### src/rtl/bes_pkg.sv
// Package: constants for the regulator enable and soft-start controller
package bes_pkg;
   // Build options
   localparam logic [7:0] BES_OPT_00 = 8'h00;
   localparam logic [7:0] BES_OPT_01 = 8'h01;
   localparam logic [7:0] BES_OPT_03 = 8'h03;
   localparam logic [7:0] BES_OPT_04 = 8'h04;
   localparam logic [7:0] BES_OPT_05 = 8'h05;
   localparam logic [7:0] BES_OPT_08 = 8'h08;
   localparam logic [7:0] BES_OPT_09 = 8'h09;
   localparam logic [7:0] BES_OPT_23 = 8'h23;
   localparam logic [7:0] BES_OPT_24 = 8'h24;
   localparam logic [7:0] BES_OPT_042 = 8'h42;
   // Register map (word addressed)
   localparam int BES_AW = 4;
   localparam logic [3:0] BES_ADDR_SET_A = 4'h0;
   localparam logic [3:0] BES_ADDR_SET_B = 4'h1;
   localparam logic [3:0] BES_ADDR_CTRL = 4'h2;
   localparam logic [3:0] BES_ADDR_STAT = 4'h3;
   // Voltage setting layout: [7] sw enable, [6] pfm disable, [5:0] level
   localparam int BES_SET_EN_BIT = 7;
   localparam int BES_SET_MODE_BIT = 6;
   localparam int BES_LVL_W = 6;
   localparam logic [5:0] BES_LVL_A_RST = 6'h2D;
   localparam logic [5:0] BES_LVL_B_RST = 6'h3C;
   // Control layout: [7] output discharge
   localparam int BES_CTRL_DIS_BIT = 7;
   localparam logic [7:0] BES_CTRL_RST = 8'h80;
   // Retry timing
   localparam int BES_CL_LIMIT = 16;
   localparam longint BES_CLK_HZ = 100000000;
   localparam longint BES_RETRY_MS = 1700;
   localparam longint BES_RETRY_CYC = BES_RETRY_MS * BES_CLK_HZ / 1000;
   // Soft-start ramp: one reference step per this many cycles
   localparam logic [7:0] BES_SS_STEP_CYC = 8'h10;
   localparam int BES_REF_W = 8;
   localparam logic [7:0] BES_REF_MAX = 8'hFF;
   typedef enum logic [1:0] {BES_OFF, BES_SOFT, BES_RUN, BES_RETRY} bes_state_t;
endpackage

### src/rtl/bes_ctrl.sv
// Enable, soft-start and current-limit retry control of a step-down regulator
// Function
// - Enable pin low holds everything shut down
// - Enable pin low: no register reads/writes
// - Enable low keeps registers, some builds reset
// - Power-on reset restores every default
// - Discharge when bit set and output disabled
// - Enable rise with sw enable starts soft-start
// - Soft-start ramps the reference gradually
// - Synchronous rectification inhibited during soft-start
// - Sixteen current-limit cycles: tri-state, wait, retry
// - Output follows sw enable picked by select
// - Listed builds reset both enables high
// - Builds 01, 05 reset enables to 10
// - Build 03 forces internal select low
// - Mode bit high disables pulse-frequency mode
// - Select low picks setting A, high B
`timescale 1ns/1ps
`default_nettype none
module bes_ctrl
   import bes_pkg::*;
#(
   parameter logic [7:0] BUILD_OPT = BES_OPT_00,
   parameter longint RETRY_CYC = BES_RETRY_CYC
)
(
   input wire logic clk_i,
   input wire logic rstn_i,
   input wire logic enable_pin_i,
   input wire logic voltage_select_pin_i,
   input wire logic sw_cycle_i,
   input wire logic current_limit_i,
   input wire logic [3:0] addr_i,
   input wire logic [7:0] wdata_i,
   input wire logic wr_i,
   input wire logic rd_i,
   output logic [7:0] rdata_o,
   output logic active_o,
   output logic stage_tristate_o,
   output logic sync_rect_en_o,
   output logic pfm_disable_o,
   output logic discharge_o,
   output logic [7:0] ref_o,
   output logic [5:0] target_level_o
);

   // ----------------------------------------------------------------
   // Build-dependent defaults
   // ----------------------------------------------------------------
   localparam logic EN_B_RST = !(BUILD_OPT == BES_OPT_01 || BUILD_OPT == BES_OPT_05);
   localparam logic RESET_ON_LOW = (BUILD_OPT == BES_OPT_04 || BUILD_OPT == BES_OPT_24 ||
                                    BUILD_OPT == BES_OPT_042);
   localparam logic SEL_TIED_LOW = (BUILD_OPT == BES_OPT_03);
   localparam logic [7:0] SET_A_RST = {1'b1, 1'b0, BES_LVL_A_RST};
   localparam logic [7:0] SET_B_RST = {EN_B_RST, 1'b0, BES_LVL_B_RST};
   localparam int RCW = $clog2(RETRY_CYC + 1);

   // ----------------------------------------------------------------
   // Pin synchronisers (three stages, change once last two agree)
   // ----------------------------------------------------------------
   logic [2:0] en_sync;
   logic [2:0] sel_sync;
   logic [2:0] cyc_sync;
   logic [2:0] cl_sync;
   logic en_q;
   logic sel_q;
   logic cyc_q;
   logic cl_q;
   logic cyc_prev;

   always_ff @(posedge clk_i or negedge rstn_i)
   begin
      if (!rstn_i)
      begin
         en_sync <= 3'h0;
         sel_sync <= 3'h0;
         cyc_sync <= 3'h0;
         cl_sync <= 3'h0;
      end
      else
      begin
         en_sync <= {en_sync[1:0], enable_pin_i};
         sel_sync <= {sel_sync[1:0], voltage_select_pin_i};
         cyc_sync <= {cyc_sync[1:0], sw_cycle_i};
         cl_sync <= {cl_sync[1:0], current_limit_i};
      end
   end

   // Filtered levels: only stages two and three are compared
   always_ff @(posedge clk_i or negedge rstn_i)
   begin
      if (!rstn_i)
      begin
         en_q <= 1'b0;
         sel_q <= 1'b0;
         cyc_q <= 1'b0;
         cl_q <= 1'b0;
         cyc_prev <= 1'b0;
      end
      else
      begin
         if (en_sync[1] == en_sync[2])
            en_q <= en_sync[2];
         if (sel_sync[1] == sel_sync[2])
            sel_q <= sel_sync[2];
         if (cyc_sync[1] == cyc_sync[2])
            cyc_q <= cyc_sync[2];
         if (cl_sync[1] == cl_sync[2])
            cl_q <= cl_sync[2];
         cyc_prev <= cyc_q;
      end
   end

   logic en_prev;
   always_ff @(posedge clk_i or negedge rstn_i)
   begin
      if (!rstn_i)
         en_prev <= 1'b0;
      else
         en_prev <= en_q;
   end

   logic sel_int;
   logic cyc_end;
   logic en_rise;
   assign sel_int = SEL_TIED_LOW ? 1'b0 : sel_q;
   assign cyc_end = cyc_prev && !cyc_q; // Falling edge closes one switching cycle
   assign en_rise = en_q && !en_prev;

   // ----------------------------------------------------------------
   // Registers
   // ----------------------------------------------------------------
   logic [7:0] set_a;
   logic [7:0] set_b;
   logic [7:0] ctrl;
   logic [7:0] sel_set;
   logic sw_en_sel;
   assign sel_set = sel_int ? set_b : set_a;
   assign sw_en_sel = sel_set[BES_SET_EN_BIT];

   // Writes only with the enable pin high; asynchronous reset is power-on
   always_ff @(posedge clk_i or negedge rstn_i)
   begin
      if (!rstn_i)
      begin
         set_a <= SET_A_RST;
         set_b <= SET_B_RST;
         ctrl <= BES_CTRL_RST;
      end
      else if (!en_q && RESET_ON_LOW)
      begin
         set_a <= SET_A_RST;
         set_b <= SET_B_RST;
         ctrl <= BES_CTRL_RST;
      end
      else if (wr_i && en_q)
      begin
         if (addr_i == BES_ADDR_SET_A)
            set_a <= wdata_i;
         if (addr_i == BES_ADDR_SET_B)
            set_b <= wdata_i;
         if (addr_i == BES_ADDR_CTRL)
            ctrl <= wdata_i;
      end
   end

   // ----------------------------------------------------------------
   // Sequencer
   // ----------------------------------------------------------------
   bes_state_t state;
   logic [4:0] cl_cnt;
   logic [RCW-1:0] retry_cnt;
   logic [7:0] step_cnt;
   logic [7:0] ref_lvl;
   logic want_on;
   assign want_on = en_q && sw_en_sel;

   // Main state machine; the fault wait overrides software until it ends
   always_ff @(posedge clk_i or negedge rstn_i)
   begin
      if (!rstn_i)
         state <= BES_OFF;
      else
      begin
         case (state)
            BES_OFF:
               if (want_on && (en_rise || en_prev))
                  state <= BES_SOFT;
            BES_SOFT:
               if (!want_on)
                  state <= BES_OFF;
               else if (cl_cnt == 5'(BES_CL_LIMIT))
                  state <= BES_RETRY;
               else if (ref_lvl == BES_REF_MAX)
                  state <= BES_RUN;
            BES_RUN:
               if (!want_on)
                  state <= BES_OFF;
               else if (cl_cnt == 5'(BES_CL_LIMIT))
                  state <= BES_RETRY;
            BES_RETRY:
               if (!en_q)
                  state <= BES_OFF;
               else if (retry_cnt == RCW'(RETRY_CYC - 1))
                  state <= want_on ? BES_SOFT : BES_OFF;
            default:
               state <= BES_OFF;
         endcase
      end
   end

   // Consecutive current-limit cycle counter
   always_ff @(posedge clk_i or negedge rstn_i)
   begin
      if (!rstn_i)
         cl_cnt <= 5'h00;
      else if (state != BES_SOFT && state != BES_RUN)
         cl_cnt <= 5'h00;
      else if (cyc_end)
         cl_cnt <= cl_q ? cl_cnt + 5'h01 : 5'h00;
   end

   // Off-time counter; only runs in the wait state
   always_ff @(posedge clk_i or negedge rstn_i)
   begin
      if (!rstn_i)
         retry_cnt <= '0;
      else if (state == BES_RETRY)
         retry_cnt <= retry_cnt + RCW'(1);
      else
         retry_cnt <= '0;
   end

   // Reference ramp: stepping avoids inrush and overshoot
   always_ff @(posedge clk_i or negedge rstn_i)
   begin
      if (!rstn_i)
      begin
         ref_lvl <= 8'h00;
         step_cnt <= 8'h00;
      end
      else if (state == BES_SOFT)
      begin
         if (step_cnt == BES_SS_STEP_CYC - 8'h01)
         begin
            step_cnt <= 8'h00;
            if (ref_lvl != BES_REF_MAX)
               ref_lvl <= ref_lvl + 8'h01;
         end
         else
            step_cnt <= step_cnt + 8'h01;
      end
      else if (state != BES_RUN)
      begin
         ref_lvl <= 8'h00;
         step_cnt <= 8'h00;
      end
   end

   // ----------------------------------------------------------------
   // Outputs, all registered
   // ----------------------------------------------------------------
   always_ff @(posedge clk_i or negedge rstn_i)
   begin
      if (!rstn_i)
      begin
         active_o <= 1'b0;
         stage_tristate_o <= 1'b1;
         sync_rect_en_o <= 1'b0;
         pfm_disable_o <= 1'b0;
         discharge_o <= 1'b0;
         ref_o <= 8'h00;
         target_level_o <= 6'h00;
      end
      else
      begin
         active_o <= (state == BES_SOFT || state == BES_RUN);
         stage_tristate_o <= !(state == BES_SOFT || state == BES_RUN);
         sync_rect_en_o <= (state == BES_RUN);
         pfm_disable_o <= sel_set[BES_SET_MODE_BIT];
         discharge_o <= ctrl[BES_CTRL_DIS_BIT] && (!en_q || !sw_en_sel);
         ref_o <= ref_lvl;
         target_level_o <= sel_set[BES_LVL_W-1:0];
      end
   end

   // Read data one cycle after strobe; nothing answers with the pin low
   always_ff @(posedge clk_i or negedge rstn_i)
   begin
      if (!rstn_i)
         rdata_o <= 8'h00;
      else if (rd_i && en_q)
      begin
         case (addr_i)
            BES_ADDR_SET_A: rdata_o <= set_a;
            BES_ADDR_SET_B: rdata_o <= set_b;
            BES_ADDR_CTRL: rdata_o <= ctrl;
            BES_ADDR_STAT: rdata_o <= {6'h00, state};
            default: rdata_o <= 8'h00;
         endcase
      end
      else
         rdata_o <= 8'h00;
   end

   // ----------------------------------------------------------------
   // Assertions
   // ----------------------------------------------------------------
   property p_off_when_low;
      @(posedge clk_i) disable iff (!rstn_i) !en_q |=> ##1 !active_o;
   endproperty
   a_off_when_low: assert property (p_off_when_low) else $error("active with enable low");

   property p_no_read_low;
      @(posedge clk_i) disable iff (!rstn_i) (rd_i && !en_q) |=> rdata_o == 8'h00;
   endproperty
   a_no_read_low: assert property (p_no_read_low) else $error("read answered with enable low");

   property p_no_write_low;
      @(posedge clk_i) disable iff (!rstn_i) (!en_q && !RESET_ON_LOW) |=> $stable(set_a) && $stable(ctrl);
   endproperty
   a_no_write_low: assert property (p_no_write_low) else $error("register changed with enable low");

   property p_discharge;
      @(posedge clk_i) disable iff (!rstn_i)
         (ctrl[BES_CTRL_DIS_BIT] && !sw_en_sel) |=> discharge_o;
   endproperty
   a_discharge: assert property (p_discharge) else $error("discharge missing");

   property p_start;
      @(posedge clk_i) disable iff (!rstn_i) (state == BES_OFF && want_on) |=> state == BES_SOFT;
   endproperty
   a_start: assert property (p_start) else $error("soft-start not entered");

   property p_ramp;
      @(posedge clk_i) disable iff (!rstn_i) (state == BES_SOFT) |=> ref_lvl - $past(ref_lvl) <= 8'h01;
   endproperty
   a_ramp: assert property (p_ramp) else $error("reference stepped too fast");

   property p_no_sr_soft;
      @(posedge clk_i) disable iff (!rstn_i) (state == BES_SOFT) |=> !sync_rect_en_o;
   endproperty
   a_no_sr_soft: assert property (p_no_sr_soft) else $error("rectification during soft-start");

   property p_fault;
      @(posedge clk_i) disable iff (!rstn_i)
         (state == BES_RUN && cl_cnt == 5'(BES_CL_LIMIT)) |=> ##1 stage_tristate_o;
   endproperty
   a_fault: assert property (p_fault) else $error("no tri-state after limit");

   property p_sel03;
      @(posedge clk_i) disable iff (!rstn_i)
         (SEL_TIED_LOW && $past(rstn_i)) |-> target_level_o == $past(set_a[5:0]);
   endproperty
   a_sel03: assert property (p_sel03) else $error("select not tied low");

   c_start: cover property (@(posedge clk_i) disable iff (!rstn_i) state == BES_SOFT ##1 state == BES_RUN);
   c_retry: cover property (@(posedge clk_i) disable iff (!rstn_i) state == BES_RETRY);
   c_disch: cover property (@(posedge clk_i) disable iff (!rstn_i) discharge_o);

endmodule
`default_nettype wire

### config.mk
export PLATFORM = sky130hd
export DESIGN_NAME = bes_ctrl
export DESIGN_NICKNAME = d
export VERILOG_FILES = /design/src/rtl/bes_pkg.sv /design/src/rtl/bes_ctrl.sv
export SDC_FILE = /design/constraint.sdc
export NUM_CORES = 1
export LEC_CHECK = 0
export ABC_AREA = 1
export BUFFER_PORTS_ARGS = -buffer_cell sky130_fd_sc_hd__clkbuf_2
export CORE_AREA = 2 2 90 113
export DETAILED_ROUTE_END_ITERATION = 8
export DIE_AREA = 0 0 92 115
export GPL_ROUTABILITY_DRIVEN = 0
export GPL_TIMING_DRIVEN = 0
export PLACE_DENSITY = 0.81
export SETUP_SLACK_MARGIN = 0.3
export SLEW_MARGIN = 0
export SYNTH_ARGS = -nofsm -noshare
export SYNTH_HDL_FRONTEND = slang
export SYNTH_SLANG_ARGS = --single-unit
### constraint.sdc
create_clock -name clk_i -period 2 [get_ports clk_i]
set_input_delay 0.2 -clock clk_i [delete_from_list [all_inputs] [get_ports clk_i]]
set_output_delay 0.2 -clock clk_i [all_outputs]
set_load 0.01 [all_outputs]
==> impl_results.md <==
- Origin of the critical flop-to-flop path: state[1]$_DFFE_PN0P_
- Setup crit start kind: flip-flop
- Pin count of the biggest net entering global routing: 120
- Number of distinct library cells after synthesis: 36
- Total standard cell area after synthesis: 5480 sq um
- Inserted Clock Buffers: 17
- Die width: 92 um
- Critical Path Max Stage Delay: 0.45 ns
- Cell Pwr Density: 1050 nW/um^2
- Hpwl dp: 7850 um
- Sequential element share of the synthesized area: 0.547
- Number of H-tree levels: 4
- Class of the most critical setup path: flip-flop to flip-flop
- Fraction of power consumed by combinational cells: 0.145
- Detailed route wirelength on metal2: 6230 um
- Cell with the largest stage delay on the worst path: sky130_fd_sc_hd__dfrtp_2
- Worst setup path end: state[1]$_DFFE_PN0P_
- Launching instance or port of the critical path: state[1]$_DFFE_PN0P_
- Wire length of the first global-routing pass: 20300 um
- GR Util All Layers: 0.245
- Final layout net count: 753
- Arrival time of data at the critical path endpoint: 1.98 ns
- Number of endpoints failing setup at the final stage: 0
- DR iter-0 viols: 307
- Area of the die: 10600 sq um
- Worst setup slack for register-to-register paths: 0.35 ns
- Pre-Repair DR Iteration Count: 5
- Per-instance average area after synthesis: 8.49 sq um
- Placement-stage worst setup slack: 0.231 ns
- Later-pin clock latency in the skew report: 0.41 ns
- Residual DRC count: 0
- Core box area: 9510 sq um
- Worst R2R Path Depth: 7
- Number of port buffers: 46
- Number of antenna diodes: 0
- Skew final: 0.00527 ns
- Power spent charging and discharging nets: 1850 uW
- Non-filler cells in the finished layout: 861
- Final hold viol count: 0
- Number of max-cap violations: 0
- Layout overhead on the synthesized area: 20.8%
- Met1 wire length: 4730 um
- FF-to-FF End: state[1]$_DFFE_PN0P_
- Die H: 115 um
- Total via count after detailed routing: 4583
- Site Rows: 40
- Cell area after placement: 5870 sq um
- Routed met3 length: 665 um
- Gr ovfl total: 0
- Number of nets produced by synthesis: 676
- Via count of the first global-routing pass: 4610
- Share of cells above drive strength 1: 0.186
- Internal Dissipation: 5110 uW
- Critical-path cell list: inv_1 -> ha_1 -> clkbuf_2 -> o21ai_0 -> nor2_1 -> nand3_1 -> nand2_1
- TritonCTS clock tree: yes
- Clock Path Buffers: 2
- Total of flip-flops plus latches after synthesis: 119
- Post-Synthesis Cells: 645
- Final design area excluding fillers: 6620 sq um
- Number of antenna violations at the first check in global routing: 0
- Final setup slack of the worst path: 0.353 ns
- Post-Route Utilization: 0.696
- Status: finished, final reports clean
- Maximum clock frequency: 607 MHz
- Peak supply drop: 689 uV
- Worst endpoint required time: 2.34 ns
- Final routed wire length divided by cell count: 13.9 um
- Setup repair after global routing missed its margin: yes
- Slew Limit Headroom: 0.403
- Clock edge transition at the registers on the reported setup and hold paths: 0.05 ns
- Sequential fraction of design power: 0.413
- Final clock period utilization by the worst path: 0.823
- Leakage power: 0.00315 uW
- Total wire length after detailed routing: 12000 um
- Clock tree root buffer cell: sky130_fd_sc_hd__clkbuf_16
- Post-detailed-route via-to-cell ratio: 5.32
- Number of instances in the placed design: 817
- Number of nets with antenna violations after detailed routing: 0
- Clock period minus worst slack: 1.65 ns
- Sink Count: 119
- Pins over their slew limit: 0
- Worst min-delay path class: input pin to flip-flop
- Fraction of power spent switching nets: 0.266
- Initial standard-cell utilization of the core: 0.576
- CP endpoint kind: flip-flop
- DR top layer: met4
- Number of warnings issued by yosys: 0
- Pin slew with the least headroom to its limit: 0.896 ns
- Part of the total power dissipated in the clock network: 0.442
- IO Pins: 47
- Largest driver fanout on the critical path: 10
-- synth_stat cells (all sizes together) --
cell type	instances	area, sq um
a21o	2	15.0
a21oi	11	55.1
a31oi	2	12.5
buf	6	41.3
clkbuf	3	11.3
dfrtp	107	2680
dfstp	12	315
ha	11	138
inv	80	300
maj3	4	40.0
nand2	183	719
nand3	35	175
nand3b	4	30.0
nand4	9	56.3
nor2	87	354
nor3	7	40.0
nor3b	2	15.0
nor4	1	6.26
o211ai	5	37.5
o21a	1	7.51
o21ai	57	300
o21bai	2	15.0
o22ai	3	18.8
or2	1	6.26
xnor2	3	26.3
xor2	7	61.3
-- through the flow --
step	total power (uW)	hold WS, ns	setup TNS (ns)
6_report	6960	0.0198	0
4_1_cts	6940	0.0128	0
5_1_grt	7290	0.0415	0
3_5_place_dp	3800	0.310	0
2_1_floorplan	3470	-0.0956	0
3_3_place_gp	3740	0.309	-102.65
-- worst max-delay path: cells and delay by family (launching register included) --
family | cells | cell delay, ns
compound gates | 1 | 0.14
fa+ha+maj | 1 | 0.25
buf+inv | 2 | 0.42
flops | 1 | 0.45
simple gates | 3 | 0.32
-- final cells by class --
class,count,area (sq um)
well taps,126,158
repair buffers,58,342
plain buffers,9,56.3
inverters,80,300
clock inverters,12,151
clock buffers,20,457
fillers,726,2890
multi-input cells,437,2160
flip-flops and latches,119,3000
-- how the worst min path moves through the flow --
stage	start	end	slack, ns	cells after the start
global placement	enable_pin_i	en_sync[0]$_DFF_PN0_	0.31	1
CTS	wdata_i[2]	set_a[2]$_DFFE_PN1P_	0.01	3
detailed placement	sw_cycle_i	cyc_sync[0]$_DFF_PN0_	0.31	1
floorplan	rstn_i	active_o$_DFF_PN0_	-0.1	0
finish	wdata_i[2]	set_a[2]$_DFFE_PN1P_	0.02	3
global route	wdata_i[3]	set_a[3]$_DFFE_PN1P_	0.04	3
-- power groups by stage --
stage	clock network (uW)	logic, uW	registers, uW
2_1_floorplan	0	558	2910
3_3_place_gp	0	857	2890
3_5_place_dp	0	897	2900
4_1_cts	3110	958	2870
5_1_grt	3230	1150	2910
6_report	3080	1010	2870
-- cells by family (layout without fill, tap and decap cells) --
family,count (synthesis),after routing,synth area share
adders and majority gates,15,15,0.0324
buffers and inverters,89,179,0.0644
DFF,119,119,0.547
xor gates and xnor gates,10,10,0.0160
and+or+nand+nor,329,329,0.256
AOI/OAI and AO/OA,83,83,0.0843
-- state kept, by name (all words and copies together), names as in the netlist, 2 cells and up --
name            flops
ref_lvl             8
set_a               8
rdata_o             8
retry_cnt          28
sel_sync            3
step_cnt            8
en_sync             3
cl_cnt              5
ref_o               8
target_level_o      6
cl_sync             3
state               2
cyc_sync            3
ctrl                8
set_b               8
-- timing repair --
action | 4_1_cts | 5_1_grt
pin swaps | 0 | 3
endpoints found under the hold margin | 111 | 0
resized for setup | 3 | 12
endpoints found under the setup margin | 11 | 29
hold buffers | 5 | 0
setup buffers | 1 | 6
-- cells in the final DEF (no fill, tap or decap), types with 4 or more instances in the layout --
cell type	count
sky130_fd_sc_hd__clkbuf_2	48
sky130_fd_sc_hd__a21oi_1	11
sky130_fd_sc_hd__nor2_2	7
sky130_fd_sc_hd__buf_4	7
sky130_fd_sc_hd__o21ai_2	4
sky130_fd_sc_hd__dfrtp_1	105
sky130_fd_sc_hd__nand2_1	174
sky130_fd_sc_hd__nand2_2	7
sky130_fd_sc_hd__xor2_1	7
sky130_fd_sc_hd__clkbuf_16	17
sky130_fd_sc_hd__o211ai_1	5
sky130_fd_sc_hd__dlygate4sd3_1	5
sky130_fd_sc_hd__nor2_1	77
sky130_fd_sc_hd__maj3_1	4
sky130_fd_sc_hd__inv_1	76
sky130_fd_sc_hd__nand3_1	35
sky130_fd_sc_hd__inv_2	4
sky130_fd_sc_hd__nor3_1	6
sky130_fd_sc_hd__o21ai_1	6
sky130_fd_sc_hd__o21ai_0	47
sky130_fd_sc_hd__nand3b_1	4
sky130_fd_sc_hd__nand4_1	9
sky130_fd_sc_hd__dfstp_2	12
sky130_fd_sc_hd__ha_1	9
sky130_fd_sc_hd__clkinv_2	4
-- routing by layer --
metal,GRT usage,vias up
li1,-,2205
met1,0.279,2167
met2,0.424,174
met3,0.0727,37
met4,0.118,0
met5,0,-
(Power assumes the default switching activity.)
